===== src/shared/reset_seq_defs.svh =====
// constants of the reset output and soft reset sequencer
`ifndef RESET_SEQ_DEFS_SVH
`define RESET_SEQ_DEFS_SVH

`define CLK_PERIOD_NS 10
`define RF_TIME_NS 10000
`define LONG_DELAY_NS 10000000
`define SHORT_DELAY_NS 2000000
`define RF_CYC ((`RF_TIME_NS + `CLK_PERIOD_NS - 1) / `CLK_PERIOD_NS)
`define LONG_CYC ((`LONG_DELAY_NS + `CLK_PERIOD_NS - 1) / `CLK_PERIOD_NS)
`define SHORT_CYC ((`SHORT_DELAY_NS + `CLK_PERIOD_NS - 1) / `CLK_PERIOD_NS)
`define CNT_W 24

`define ADDR_CTRL 4'h0
`define ADDR_MODE 4'h1
`define ADDR_STATUS 4'h2
`define ADDR_IRQ_STAT 4'h3
`define ADDR_IRQ_MASK 4'h4

`define CTRL_SHORT_BIT 0
`define CTRL_SOFT_KEEP_BIT 1
`define CTRL_THR_LSB 2
`define CTRL_THR_MSB 3
`define CTRL_FAILSAFE_BIT 4
`define CTRL_RST 8'h00

`define MODE_NORMAL 2'h0
`define MODE_STOP 2'h1
`define MODE_SOFT_RESET 2'h3

`define IRQ_RST_BIT 0
`define IRQ_WD_BIT 1
`define IRQ_SOFT_BIT 2
`define IRQ_MASK_RST 8'h00

`define WATCHDOG_FAIL_COUNT_MAX 2'h2

`endif


===== src/shared/reset_seq_pkg.sv =====
// types of the reset output and soft reset sequencer
package reset_seq_pkg;
    typedef enum logic [1:0] {
        S_RELEASED, S_FILTER, S_ASSERTED, S_DELAY
    } seq_t;
    typedef enum logic [2:0] {
        M_INIT, M_NORMAL, M_STOP, M_RESTART, M_FAILSAFE
    } dev_mode_t;
endpackage


===== src/hdl/pin_sync.sv =====
// three stage pin synchroniser with agreement filter
`timescale 1ns/100ps
module pin_sync #(
    parameter logic RST_VAL = 1'b0
) (
    input wire logic clk,
    input wire logic nrst,
    input wire logic pin,
    output logic level
);
    logic s1_reg;
    logic s2_reg;
    logic s3_reg;

    always_ff @(posedge clk or negedge nrst) begin
        if (!nrst) begin
            s1_reg <= RST_VAL;
            s2_reg <= RST_VAL;
            s3_reg <= RST_VAL;
        end else begin
            s1_reg <= pin;
            s2_reg <= s1_reg;
            s3_reg <= s2_reg;
        end
    end

    // accept a change once the last two stages agree
    always_ff @(posedge clk or negedge nrst) begin
        if (!nrst) begin
            level <= RST_VAL;
        end else if (s2_reg == s3_reg) begin
            level <= s3_reg;
        end
    end
endmodule // pin_sync


===== src/hdl/reset_sequencer.sv =====
// reset output generation and soft reset sequencer
// Operation
// - a reset cause drives the reset output low only after the filter time.
// - the output stays low while the cause lasts and until the delay ends.
// - the delay is long by default and short when short select is set.
// - from power-up the reset output is held low until supply is valid.
// - at power-up the output is released after the long release delay.
// - a watchdog failure is a reset cause through the same sequence.
// - the undervoltage threshold is selectable and defaults after reset.
// - an accepted soft reset returns to init with all registers defaulted, then sets the soft reset event in the interrupt status.
// - with soft reset keep at 0 a soft reset pulses reset with long delay.
// - with soft reset keep at 1 a soft reset leaves the output high.
// - a soft reset is obeyed only in normal or stop mode.
// - a watchdog reset enters restart or fail-safe and counts the failure.
//
// The plain strobed port and the placing of the registers were left to the implementer.
`timescale 1ns/100ps
`include "reset_seq_defs.svh"
module reset_sequencer #(
    parameter int LONG_DELAY_CYC = `LONG_CYC,
    parameter int SHORT_DELAY_CYC = `SHORT_CYC
) (
    input wire logic CLK,
    input wire logic NRST,
    input wire logic [3:0] ADDR,
    input wire logic [7:0] WDATA,
    input wire logic WR,
    input wire logic RD,
    output logic [7:0] RDATA,
    input wire logic SUPPLY_LOW,
    input wire logic WATCHDOG_FAIL_COUNT,
    output logic RESET_OUT_N,
    output logic [1:0] UV_THRESH_SEL,
    output logic SOFT_RESET_PULSE,
    output logic IRQ
);
    localparam int RF_N = `RF_CYC;
    localparam logic [`CNT_W-1:0] RF_LAST = (`CNT_W)'(RF_N - 1);
    localparam logic [`CNT_W-1:0] LONG_LAST =
        (`CNT_W)'(LONG_DELAY_CYC - 1);
    localparam logic [`CNT_W-1:0] SHORT_LAST =
        (`CNT_W)'(SHORT_DELAY_CYC - 1);

    reset_seq_pkg::seq_t state_reg;
    reset_seq_pkg::dev_mode_t mode_reg;
    logic [`CNT_W-1:0] cnt_reg;
    logic [`CNT_W-1:0] delay_last;
    logic use_long_reg;
    logic wd_cause_reg;
    logic uv_level;
    logic cause;
    logic [7:0] ctrl_reg;
    logic [7:0] irq_stat_reg;
    logic [7:0] irq_stat_next;
    logic [7:0] irq_mask_reg;
    logic [1:0] wd_count_reg;
    logic mode_ok;
    logic soft_cmd;
    logic soft_exec;
    logic soft_assert;
    logic assert_now;
    logic release_now;
    logic supply_seen_reg;

    function automatic logic hit(input logic [3:0] a, input logic [3:0] o);
        hit = (a == o);
    endfunction

    function automatic logic [2:0] mode_code(
        input reset_seq_pkg::dev_mode_t m
    );
        case (m)
            reset_seq_pkg::M_INIT: mode_code = 3'h0;
            reset_seq_pkg::M_NORMAL: mode_code = 3'h1;
            reset_seq_pkg::M_STOP: mode_code = 3'h2;
            reset_seq_pkg::M_RESTART: mode_code = 3'h3;
            reset_seq_pkg::M_FAILSAFE: mode_code = 3'h4;
            default: mode_code = 3'h7;
        endcase
    endfunction

    // supply undervoltage comparator from the pin
    pin_sync #(
        .RST_VAL(1'b1)
    ) u_uv_sync (
        .clk(CLK),
        .nrst(NRST),
        .pin(SUPPLY_LOW),
        .level(uv_level)
    );

    assign cause = uv_level | wd_cause_reg;
    assign mode_ok = (mode_reg == reset_seq_pkg::M_NORMAL) ||
        (mode_reg == reset_seq_pkg::M_STOP);
    assign soft_cmd = WR && hit(ADDR, `ADDR_MODE) &&
        (WDATA[1:0] == `MODE_SOFT_RESET);
    assign soft_exec = soft_cmd && mode_ok;
    assign soft_assert = soft_exec && !ctrl_reg[`CTRL_SOFT_KEEP_BIT];
    assign delay_last = (use_long_reg || !ctrl_reg[`CTRL_SHORT_BIT]) ?
        LONG_LAST : SHORT_LAST;
    assign assert_now = soft_assert ||
        ((state_reg == reset_seq_pkg::S_FILTER) && cause &&
        (cnt_reg == RF_LAST));
    assign release_now = (state_reg == reset_seq_pkg::S_DELAY) &&
        !cause && !soft_assert && (cnt_reg == delay_last);

    // watchdog failure held as a cause until the output is low
    always_ff @(posedge CLK or negedge NRST) begin
        if (!NRST) begin
            wd_cause_reg <= 1'b0;
        end else if (WATCHDOG_FAIL_COUNT) begin
            wd_cause_reg <= 1'b1;
        end else if (state_reg == reset_seq_pkg::S_ASSERTED) begin
            wd_cause_reg <= 1'b0;
        end
    end

    // reset output sequence
    always_ff @(posedge CLK or negedge NRST) begin
        if (!NRST) begin
            state_reg <= reset_seq_pkg::S_ASSERTED;
            cnt_reg <= '0;
            RESET_OUT_N <= 1'b0;
            use_long_reg <= 1'b1;
        end else begin
            case (state_reg)
                reset_seq_pkg::S_RELEASED: begin
                    if (soft_assert) begin
                        state_reg <= reset_seq_pkg::S_ASSERTED;
                        RESET_OUT_N <= 1'b0;
                        use_long_reg <= 1'b1;
                    end else if (cause) begin
                        state_reg <= reset_seq_pkg::S_FILTER;
                        cnt_reg <= '0;
                    end
                end
                reset_seq_pkg::S_FILTER: begin
                    if (assert_now) begin
                        state_reg <= reset_seq_pkg::S_ASSERTED;
                        RESET_OUT_N <= 1'b0;
                        use_long_reg <= soft_assert;
                    end else if (!cause) begin
                        state_reg <= reset_seq_pkg::S_RELEASED;
                    end else begin
                        cnt_reg <= cnt_reg + 1'b1;
                    end
                end
                reset_seq_pkg::S_ASSERTED: begin
                    if (soft_assert) begin
                        use_long_reg <= 1'b1;
                    end
                    if (!cause) begin
                        state_reg <= reset_seq_pkg::S_DELAY;
                        cnt_reg <= '0;
                    end
                end
                reset_seq_pkg::S_DELAY: begin
                    if (cause || soft_assert) begin
                        state_reg <= reset_seq_pkg::S_ASSERTED;
                        cnt_reg <= '0;
                        if (soft_assert) begin
                            use_long_reg <= 1'b1;
                        end
                    end else if (release_now) begin
                        state_reg <= reset_seq_pkg::S_RELEASED;
                        RESET_OUT_N <= 1'b1;
                        use_long_reg <= 1'b0;
                    end else begin
                        cnt_reg <= cnt_reg + 1'b1;
                    end
                end
                default: begin
                    state_reg <= reset_seq_pkg::S_ASSERTED;
                    RESET_OUT_N <= 1'b0;
                end
            endcase
        end
    end

    // operating mode and watchdog failure count
    always_ff @(posedge CLK or negedge NRST) begin
        if (!NRST) begin
            mode_reg <= reset_seq_pkg::M_INIT;
            wd_count_reg <= 2'h0;
        end else if (soft_exec) begin
            mode_reg <= reset_seq_pkg::M_INIT;
            wd_count_reg <= 2'h0;
        end else if (WATCHDOG_FAIL_COUNT) begin
            mode_reg <= ctrl_reg[`CTRL_FAILSAFE_BIT] ?
                reset_seq_pkg::M_FAILSAFE : reset_seq_pkg::M_RESTART;
            if (wd_count_reg != `WATCHDOG_FAIL_COUNT_MAX) begin
                wd_count_reg <= wd_count_reg + 2'h1;
            end
        end else if (release_now && (mode_reg == reset_seq_pkg::M_INIT ||
                mode_reg == reset_seq_pkg::M_RESTART)) begin
            mode_reg <= reset_seq_pkg::M_NORMAL;
        end else if (WR && hit(ADDR, `ADDR_MODE) &&
                (mode_ok || mode_reg == reset_seq_pkg::M_FAILSAFE)) begin
            if (WDATA[1:0] == `MODE_NORMAL) begin
                mode_reg <= reset_seq_pkg::M_NORMAL;
            end else if (WDATA[1:0] == `MODE_STOP) begin
                mode_reg <= reset_seq_pkg::M_STOP;
            end
        end
    end

    // control and mask registers
    always_ff @(posedge CLK or negedge NRST) begin
        if (!NRST) begin
            ctrl_reg <= `CTRL_RST;
            irq_mask_reg <= `IRQ_MASK_RST;
        end else if (soft_exec) begin
            ctrl_reg <= `CTRL_RST;
            irq_mask_reg <= `IRQ_MASK_RST;
        end else if (WR && hit(ADDR, `ADDR_CTRL)) begin
            ctrl_reg <= WDATA;
        end else if (WR && hit(ADDR, `ADDR_IRQ_MASK)) begin
            irq_mask_reg <= WDATA;
        end
    end

    assign UV_THRESH_SEL = ctrl_reg[`CTRL_THR_MSB:`CTRL_THR_LSB];

    // sticky events, cleared by writing one, set wins
    always_comb begin
        irq_stat_next = irq_stat_reg;
        if (soft_exec) begin
            irq_stat_next = 8'h00;
        end else if (WR && hit(ADDR, `ADDR_IRQ_STAT)) begin
            irq_stat_next = irq_stat_reg & ~WDATA;
        end
        irq_stat_next[`IRQ_RST_BIT] = irq_stat_next[`IRQ_RST_BIT] |
            assert_now;
        irq_stat_next[`IRQ_WD_BIT] = irq_stat_next[`IRQ_WD_BIT] | WATCHDOG_FAIL_COUNT;
        irq_stat_next[`IRQ_SOFT_BIT] = irq_stat_next[`IRQ_SOFT_BIT] |
            soft_exec;
    end

    always_ff @(posedge CLK or negedge NRST) begin
        if (!NRST) begin
            irq_stat_reg <= 8'h00;
            IRQ <= 1'b0;
        end else begin
            irq_stat_reg <= irq_stat_next;
            IRQ <= |(irq_stat_reg & irq_mask_reg);
        end
    end

    // internal reinit strobe for the rest of the chip
    always_ff @(posedge CLK or negedge NRST) begin
        if (!NRST) begin
            SOFT_RESET_PULSE <= 1'b0;
        end else begin
            SOFT_RESET_PULSE <= soft_exec;
        end
    end

    // read data valid in the cycle after the strobe only
    always_ff @(posedge CLK or negedge NRST) begin
        if (!NRST) begin
            RDATA <= 8'h00;
        end else if (!RD) begin
            RDATA <= 8'h00;
        end else begin
            case (ADDR)
                `ADDR_CTRL: RDATA <= ctrl_reg;
                `ADDR_STATUS: RDATA <= {1'b0, uv_level, RESET_OUT_N,
                    mode_code(mode_reg), wd_count_reg};
                `ADDR_IRQ_STAT: RDATA <= irq_stat_reg;
                `ADDR_IRQ_MASK: RDATA <= irq_mask_reg;
                default: RDATA <= 8'h00;
            endcase
        end
    end

    // supply seen valid since reset
    always_ff @(posedge CLK or negedge NRST) begin
        if (!NRST) begin
            supply_seen_reg <= 1'b0;
        end else if (!uv_level) begin
            supply_seen_reg <= 1'b1;
        end
    end
endmodule // reset_sequencer


===== config.mk =====
export PLATFORM = sky130hd
export DESIGN_NAME = reset_sequencer
export DESIGN_NICKNAME = d
export VERILOG_FILES = /design/src/shared/reset_seq_pkg.sv /design/src/hdl/pin_sync.sv /design/src/hdl/reset_sequencer.sv
export VERILOG_INCLUDE_DIRS = /design/src /design/src/shared
export SDC_FILE = /design/constraint.sdc
export NUM_CORES = 1
export LEC_CHECK = 0
export CAP_MARGIN = 25
export CELL_PAD_IN_SITES_DETAIL_PLACEMENT = 0
export CELL_PAD_IN_SITES_GLOBAL_PLACEMENT = 1
export CORE_MARGIN = 2
export CORE_UTILIZATION = 29
export DETAILED_ROUTE_END_ITERATION = 7
export DONT_BUFFER_PORTS = 1
export PLACE_DENSITY_LB_ADDON = 0.25
export SLEW_MARGIN = 0
export SYNTH_ARGS = -nofsm -noshare
export SYNTH_HDL_FRONTEND = slang
export SYNTH_HIERARCHICAL = 1
export SYNTH_SLANG_ARGS = --single-unit

===== constraint.sdc =====
create_clock -name CLK -period 2.2 [get_ports CLK]
set_clock_uncertainty 0.1 [all_clocks]
set_input_delay 0.11 -clock CLK [delete_from_list [all_inputs] [get_ports CLK]]
set_output_delay 0.11 -clock CLK [all_outputs]
set_load 0.02 [all_outputs]

## Word-level counts from Yosys, hierarchy flattened

Index checks and enable logic that the tools add are counted.

- Bits in registers: 72
- Word-level logic and storage cells: 153

- Add/subtract/negate cells: 2
- Equal/unequal tests: 31
- Mux-type cells: 49
- Bitwise logic cells: 7
- Reduce and logical (&&, ||, !) cells: 46

Operator list:

| operator | count |
|---|---|
| $mux 24 | 7 |
| $pmux 24 s4 | 1 |
| $mux 8 | 8 |
| $pmux 8 s4 | 1 |
| $add 24x1->24 const B | 1 |
| $eq 24x10->1 const B | 1 |
| $eq 24x20->1 | 1 |
| $ne 2x2->1 const B | 11 |
| $mux 3 | 7 |
| $mux 2 | 10 |
| $mux 20 | 1 |
| $and 8x8->8 | 2 |
| $pmux 3 s5 | 1 |
| $logic_and 1x1->1 | 14 |
| $reduce_bool 2->1 | 6 |
| $mux 1 | 10 |
| $eq 4x2->1 const B | 2 |
| $not 8->8 | 1 |
| $pmux 2 s4 | 1 |
| $reduce_and 2->1 | 4 |
| $reduce_or 8->1 | 1 |
| $eq 2x2->1 const B | 3 |
| $eq 3x2->1 const B | 2 |
| $logic_or 1x1->1 | 6 |
| 22 further kinds | 33 |

## Logic depth before layout (Yosys ltp)

- Depth after elaboration: 12
- Depth in mapped cells: 8
- Gate-level depth less buffers: 7

## Hierarchy

The synthesis kept the hierarchy.

By module, submodules not included:

| module | times used | cells each | area an instance (um^2) | sequential area each (um^2) |
|---|---|---|---|---|
| reset_sequencer | 1 | 407 | 3,793.6 | 1,704.1 |
| pin_sync | 1 | 5 | 116.4 | 105.1 |

## Worst setup path before layout

OpenSTA, ideal clock, no wires.

- Path kind: flip-flop to flip-flop
- Start point: register cnt_reg[0]
- End point: register cnt_reg[16]
- Library setup time: 0.124 ns
- Data arrival time: 1.905 ns
- Slack: 0.071 ns
- Cell stages (with the launch flop): 9
- Path buffers: 1
- Cell sequence: dfrtp_1 -> ha_1 -> and4_1 -> nand4_2 -> a211oi_2 -> o21a_2 -> buf_6 -> nor3_1 -> a211o_1

- Cells in the longest elaborated chain, start to end: 5
- Elaborated cells between the ends (all ways): 14
- Classes of those cells: add/sub: 1; eq/ne: 4; mux: 5; reduce/logical: 4

RTL lines:

| element | RTL line | text |
|---|---|---|
| start: declaration | reset_sequencer.sv:46 | `` logic [`CNT_W-1:0] cnt_reg; `` |
| start signal: assignment | reset_sequencer.sv:145 | `cnt_reg <= cnt_reg + 1'b1;` |
| start signal: assignment | reset_sequencer.sv:169 | `cnt_reg <= cnt_reg + 1'b1;` |
| parallel branches: the longest is 5 deep, another holds $add 24x1->24 | -- |  |

Parallel ways; which one is timed is not known. The select of a mux whose other input is x is not followed.
A chain may end at the register's enable or synchronous reset.

## Worst setup path after layout

- Start point: register cnt_reg[11]
- End point: register mode_reg[1]

- Cells in the longest elaborated chain, start to end: 6
- Elaborated cells between the ends (all ways): 9
- Classes of those cells: eq/ne: 1; mux: 3; reduce/logical: 5

RTL lines:

| element | RTL line | text |
|---|---|---|
| $eq 24x20->1 * | reset_sequencer.sv:105 | `!cause && !soft_assert && (cnt_reg == delay_last);` |
| $logic_and 1x1->1 * | reset_sequencer.sv:105 |  |
| $logic_and 1x1->1 * | reset_sequencer.sv:194 | `end else if (release_now && (mode_reg == reset_seq_pkg::M_INIT \|\|` |
| $mux 3 | reset_sequencer.sv:194 |  |
| $mux 3 | reset_sequencer.sv:188 | `end else if (WATCHDOG_FAIL_COUNT) begin` |
| $mux 3 | reset_sequencer.sv:185 | `end else if (soft_exec) begin` |
| end signal: assignment | reset_sequencer.sv:186 | `mode_reg <= reset_seq_pkg::M_INIT;` |
| end signal: assignment | reset_sequencer.sv:189 | `` mode_reg <= ctrl_reg[`CTRL_FAILSAFE_BIT] ? `` |
| end signal: assignment | reset_sequencer.sv:196 | `mode_reg <= reset_seq_pkg::M_NORMAL;` |
| end: declaration | reset_sequencer.sv:45 | `reset_seq_pkg::dev_mode_t mode_reg;` |

Mark *: on every way between the ends. The rest lies on a longest branch, timed or not.

==> summary.md <==
| Metric | Value |
|---|---|
| Hold_sp | `WATCHDOG_FAIL_COUNT` |
| Post-Route WL | `11.96 mm` |
| Startpoint types | `register` |
| Hold_ws | `0.02360 ns` |
| Leakage power | `2.361 nW` |
| Drt wl/cell | `17.64 um` |
| Worst r2r src | `cnt_reg[11]` |
| Crit path largest cell delay | `0.41 ns` |
| Synth top area share | `42.24%` |
| Final TNS setup | `-0.006155 ns` |
| Most used cell, CP | `buf_4` |
| TritonRoute pass-1 iters | `4` |
| Initial drt markers | `323` |
| Nets | `517` |
| Routed length on met3 | `520 um` |
| Met1 WL | `5.292 mm` |
| Slowest cell on crit path | `dfrtp_1` |
| PD cells | `683.0 nW/um^2` |
| DR vias | `3,548` |
| I/O Buffers | `0` |
| Fmax | `453.3 MHz` |
| Max-cap viol count | `0` |
| Clock net sink count | `72` |
| Area of the multi-input gates | `2162 sq um` |
| Post-DP HPWL | `7.859 mm` |
| Vias in the first global route | `3,518` |
| Most frequent cells in the layout | `75 x buf_4, 65 x dfrtp_1, 51 x nand2_1, 29 x a21oi_1, 23 x nor2_1` |
| Sequential cell area | `1810 sq um` |
| Fill cell count | `1,325` |
| Part of the cycle the worst path needs | `100.3%` |
| CTS Buf Count | `9` |
| Largest net degree at the start of global routing | `73` |
| ANT nets after route | `0` |
| Placer Congestion | `0.7996` |
| Worst setup startpoint | `cnt_reg[11]` |
| Core Rows | `42` |
| Global-route wire length before repair | `19.00 mm` |
| Failing checks | `setup timing` |
| DR DRC count | `0` |
| Core Area | `13,190 sq um` |
| Final Hold Violating Endpoints | `0` |
| Crit Path Max Fanout | `2` |
| CTS H-Tree Depth | `3` |
| Final WS setup | `-0.006155 ns` |
| Seq cells post-synth | `72` |
| Avg Synthesized Cell Area | `9.490 sq um` |
| RSZ-0062 raised after global routing | `yes` |
| Fin crit period | `2.206 ns` |
| Worst slew pin tran | `0.6450 ns` |
| Gr usage total | `17.17%` |
| EDFF count, synth | `0` |
| Slew margin rel. | `57.00%` |
| Die height | `120.1 um` |
| Sequential-to-total area share from yosys stat | `46.27%` |
| Outcome | `complete, but fails checks` |
| Post-Place Cells | `631` |
| Crit path required time | `2.33 ns` |
| Ranking of synthesized cells by area | `dfrtp_1 42%, nand2_1 5.0%, dfstp_2 4.0%` |
| DIE WIDTH | `120.1 um` |
| Clk pin slew, worst setup/hold paths | `0.06 ns` |
| Vias per cell | `5.233` |
| CP Buf/Inv Count | `2` |
| Initial core utilization | `29.64%` |
| Die ar. | `14,430 sq um` |
| Critical path, cell by cell | `nor3b_4 > nand4b_1 > buf_4 > a2111oi_4 > buf_4 > or3_4 > a21boi_1 > mux2_2` |
| Syn-to-layout area delta | `36.10%` |
| Fin cells | `678` |
| Worst Hold Class | `input port to register` |
| Total gr overflow | `0` |
| Max Used Layer | `met4` |
| Max FFs per register | `24` |
| YS warnings | `6` |
| Clock tree from TritonCTS | `done` |
| Critical path type | `register to register` |
| Routed wl met2 | `5.878 mm` |
| Root buf cell | `clkbuf_16` |
| Peak supply drop | `381.4 uV` |
| CP top delay family | `simple AND/OR/NAND/NOR gates` |
| Main synth FF type | `dfrtp_1` |
| Slew Viols, Final | `0` |
| Ant diodes | `0` |
| Most common cell after layout, fill and taps aside | `buf_4` |
| Maximum clock path buffer count | `2` |
| Clock latency on the worst-skew pair | `0.35 ns` |
| Mapped Nets | `432` |
| Ys async rst share | `100.0%` |
| Post-Syn Area | `3910 sq um` |
| Initial antenna violation count | `0` |
| Synth cell types | `65` |
| Cell taking the most area after synthesis | `dfrtp_1` |
| Critical path endpoint category | `register` |
| Data arrival, critical path | `2.34 ns` |
| Io pins | `31` |
| Setup Viol. Count Final | `1` |
| Post-synthesis cell count | `412` |
| Layout cells sized above 1 | `31.08%` |
## worst min-delay path, cell delays in order
cell and delay [ns]:
nand2b_1 0.04, a21boi_1 0.14, mux2_2 0.15
## stage by stage
step	util [%]	setup WS, ns	instance area [sq um]	power, mW
after floorplan	-	0.07070	3910	1.944
after global placement	34.22	-0.2413	4513	2.101
after detailed placement	34.22	-0.2840	4513	2.113
after CTS	38.74	0.0006877	5110	3.638
after global routing	40.34	-0.1227	5321	3.825
final	40.34	-0.006155	5321	3.635
## where the power goes
part / internal (mW) / switching, mW / total [mW]
logic: 0.310 / 0.334 / 0.643
clock network: 0.825 / 0.594 / 1.42
registers: 1.46 / 0.116 / 1.57
## layer usage
layer | global-route usage [%] | vias to the layer above
met5 | 0 | -
met1 | 21.09 | 1767
li1 | - | 1679
met2 | 28.84 | 82
met4 | 6.544 | 0
met3 | 4.373 | 20
## logic make-up (layout without fill, tap and decap cells)
kind of cell | Yosys count | count (layout) | synth area share [%]
buffers and inverters | 36 | 124 | 4.384
AOI/OAI and AO/OA | 101 | 103 | 16.61
xor gates and xnor gates | 3 | 3 | 0.6721
DFF | 72 | 72 | 46.27
muxes | 19 | 19 | 5.152
and+or+nand+nor | 178 | 178 | 25.98
adders and majority gates | 3 | 3 | 0.9279
## cell usage after synthesis, types with 3 or more instances
library cell and number:
o21ai_0 20, mux2_2 9, buf_4 5, buf_2 6, a22oi_1 14, a21oi_1 30, nor3b_1 6, nand3_1 14
nor4_1 6, inv_1 12, or4_1 3, nand2b_1 5, or3_1 9, nor4_2 3, clkbuf_1 10, nand2_1 52
dfrtp_1 66, and2_1 4, nor2b_1 3, nor2_1 23, mux2i_1 10, and3_1 11, a21o_1 13, o21ai_1 7
nand4_1 13, dfstp_2 6, nor3_1 7
## timing repair
action | 4_1_cts | 5_1_grt
endpoints found under the setup margin | 25 | 26
gates resized for setup | 15 | 27
setup buffers | 5 | 9
pin swaps | 10 | 12
hold endpoints to repair | 104 | 0
hold buffers | 15 | 0
gates cloned | 1 | 1
## layout make-up
class                      instances  share of cell area, %
clock buffer                      12                  4.820
timing repair buffer              96                  15.00
clock inverter                     4                 0.5408
tap                              176                  4.138
multi-input combinational        306                  40.63
sequential                        72                  34.02
inverter                          12                 0.8465
## worst paths after layout
| path | to | slack (ns) | cells after the start |
|---|---|---|---|
| setup / recovery | mode_reg[1] | -0.006 | 8 |
| hold reg to reg | u_uv_sync/s3_reg | 0.27 | 0 |
| hold / removal | mode_reg[1] | 0.02 | 3 |
| setup reg to reg | mode_reg[1] | -0.006 | 8 |
| min in group asynchronous | SOFT_RESET_PULSE | 0.22 | 2 |
| max in group asynchronous | u_uv_sync/level | 1.44 | 2 |
No activity file was read; power rests on OpenSTA's default activity.
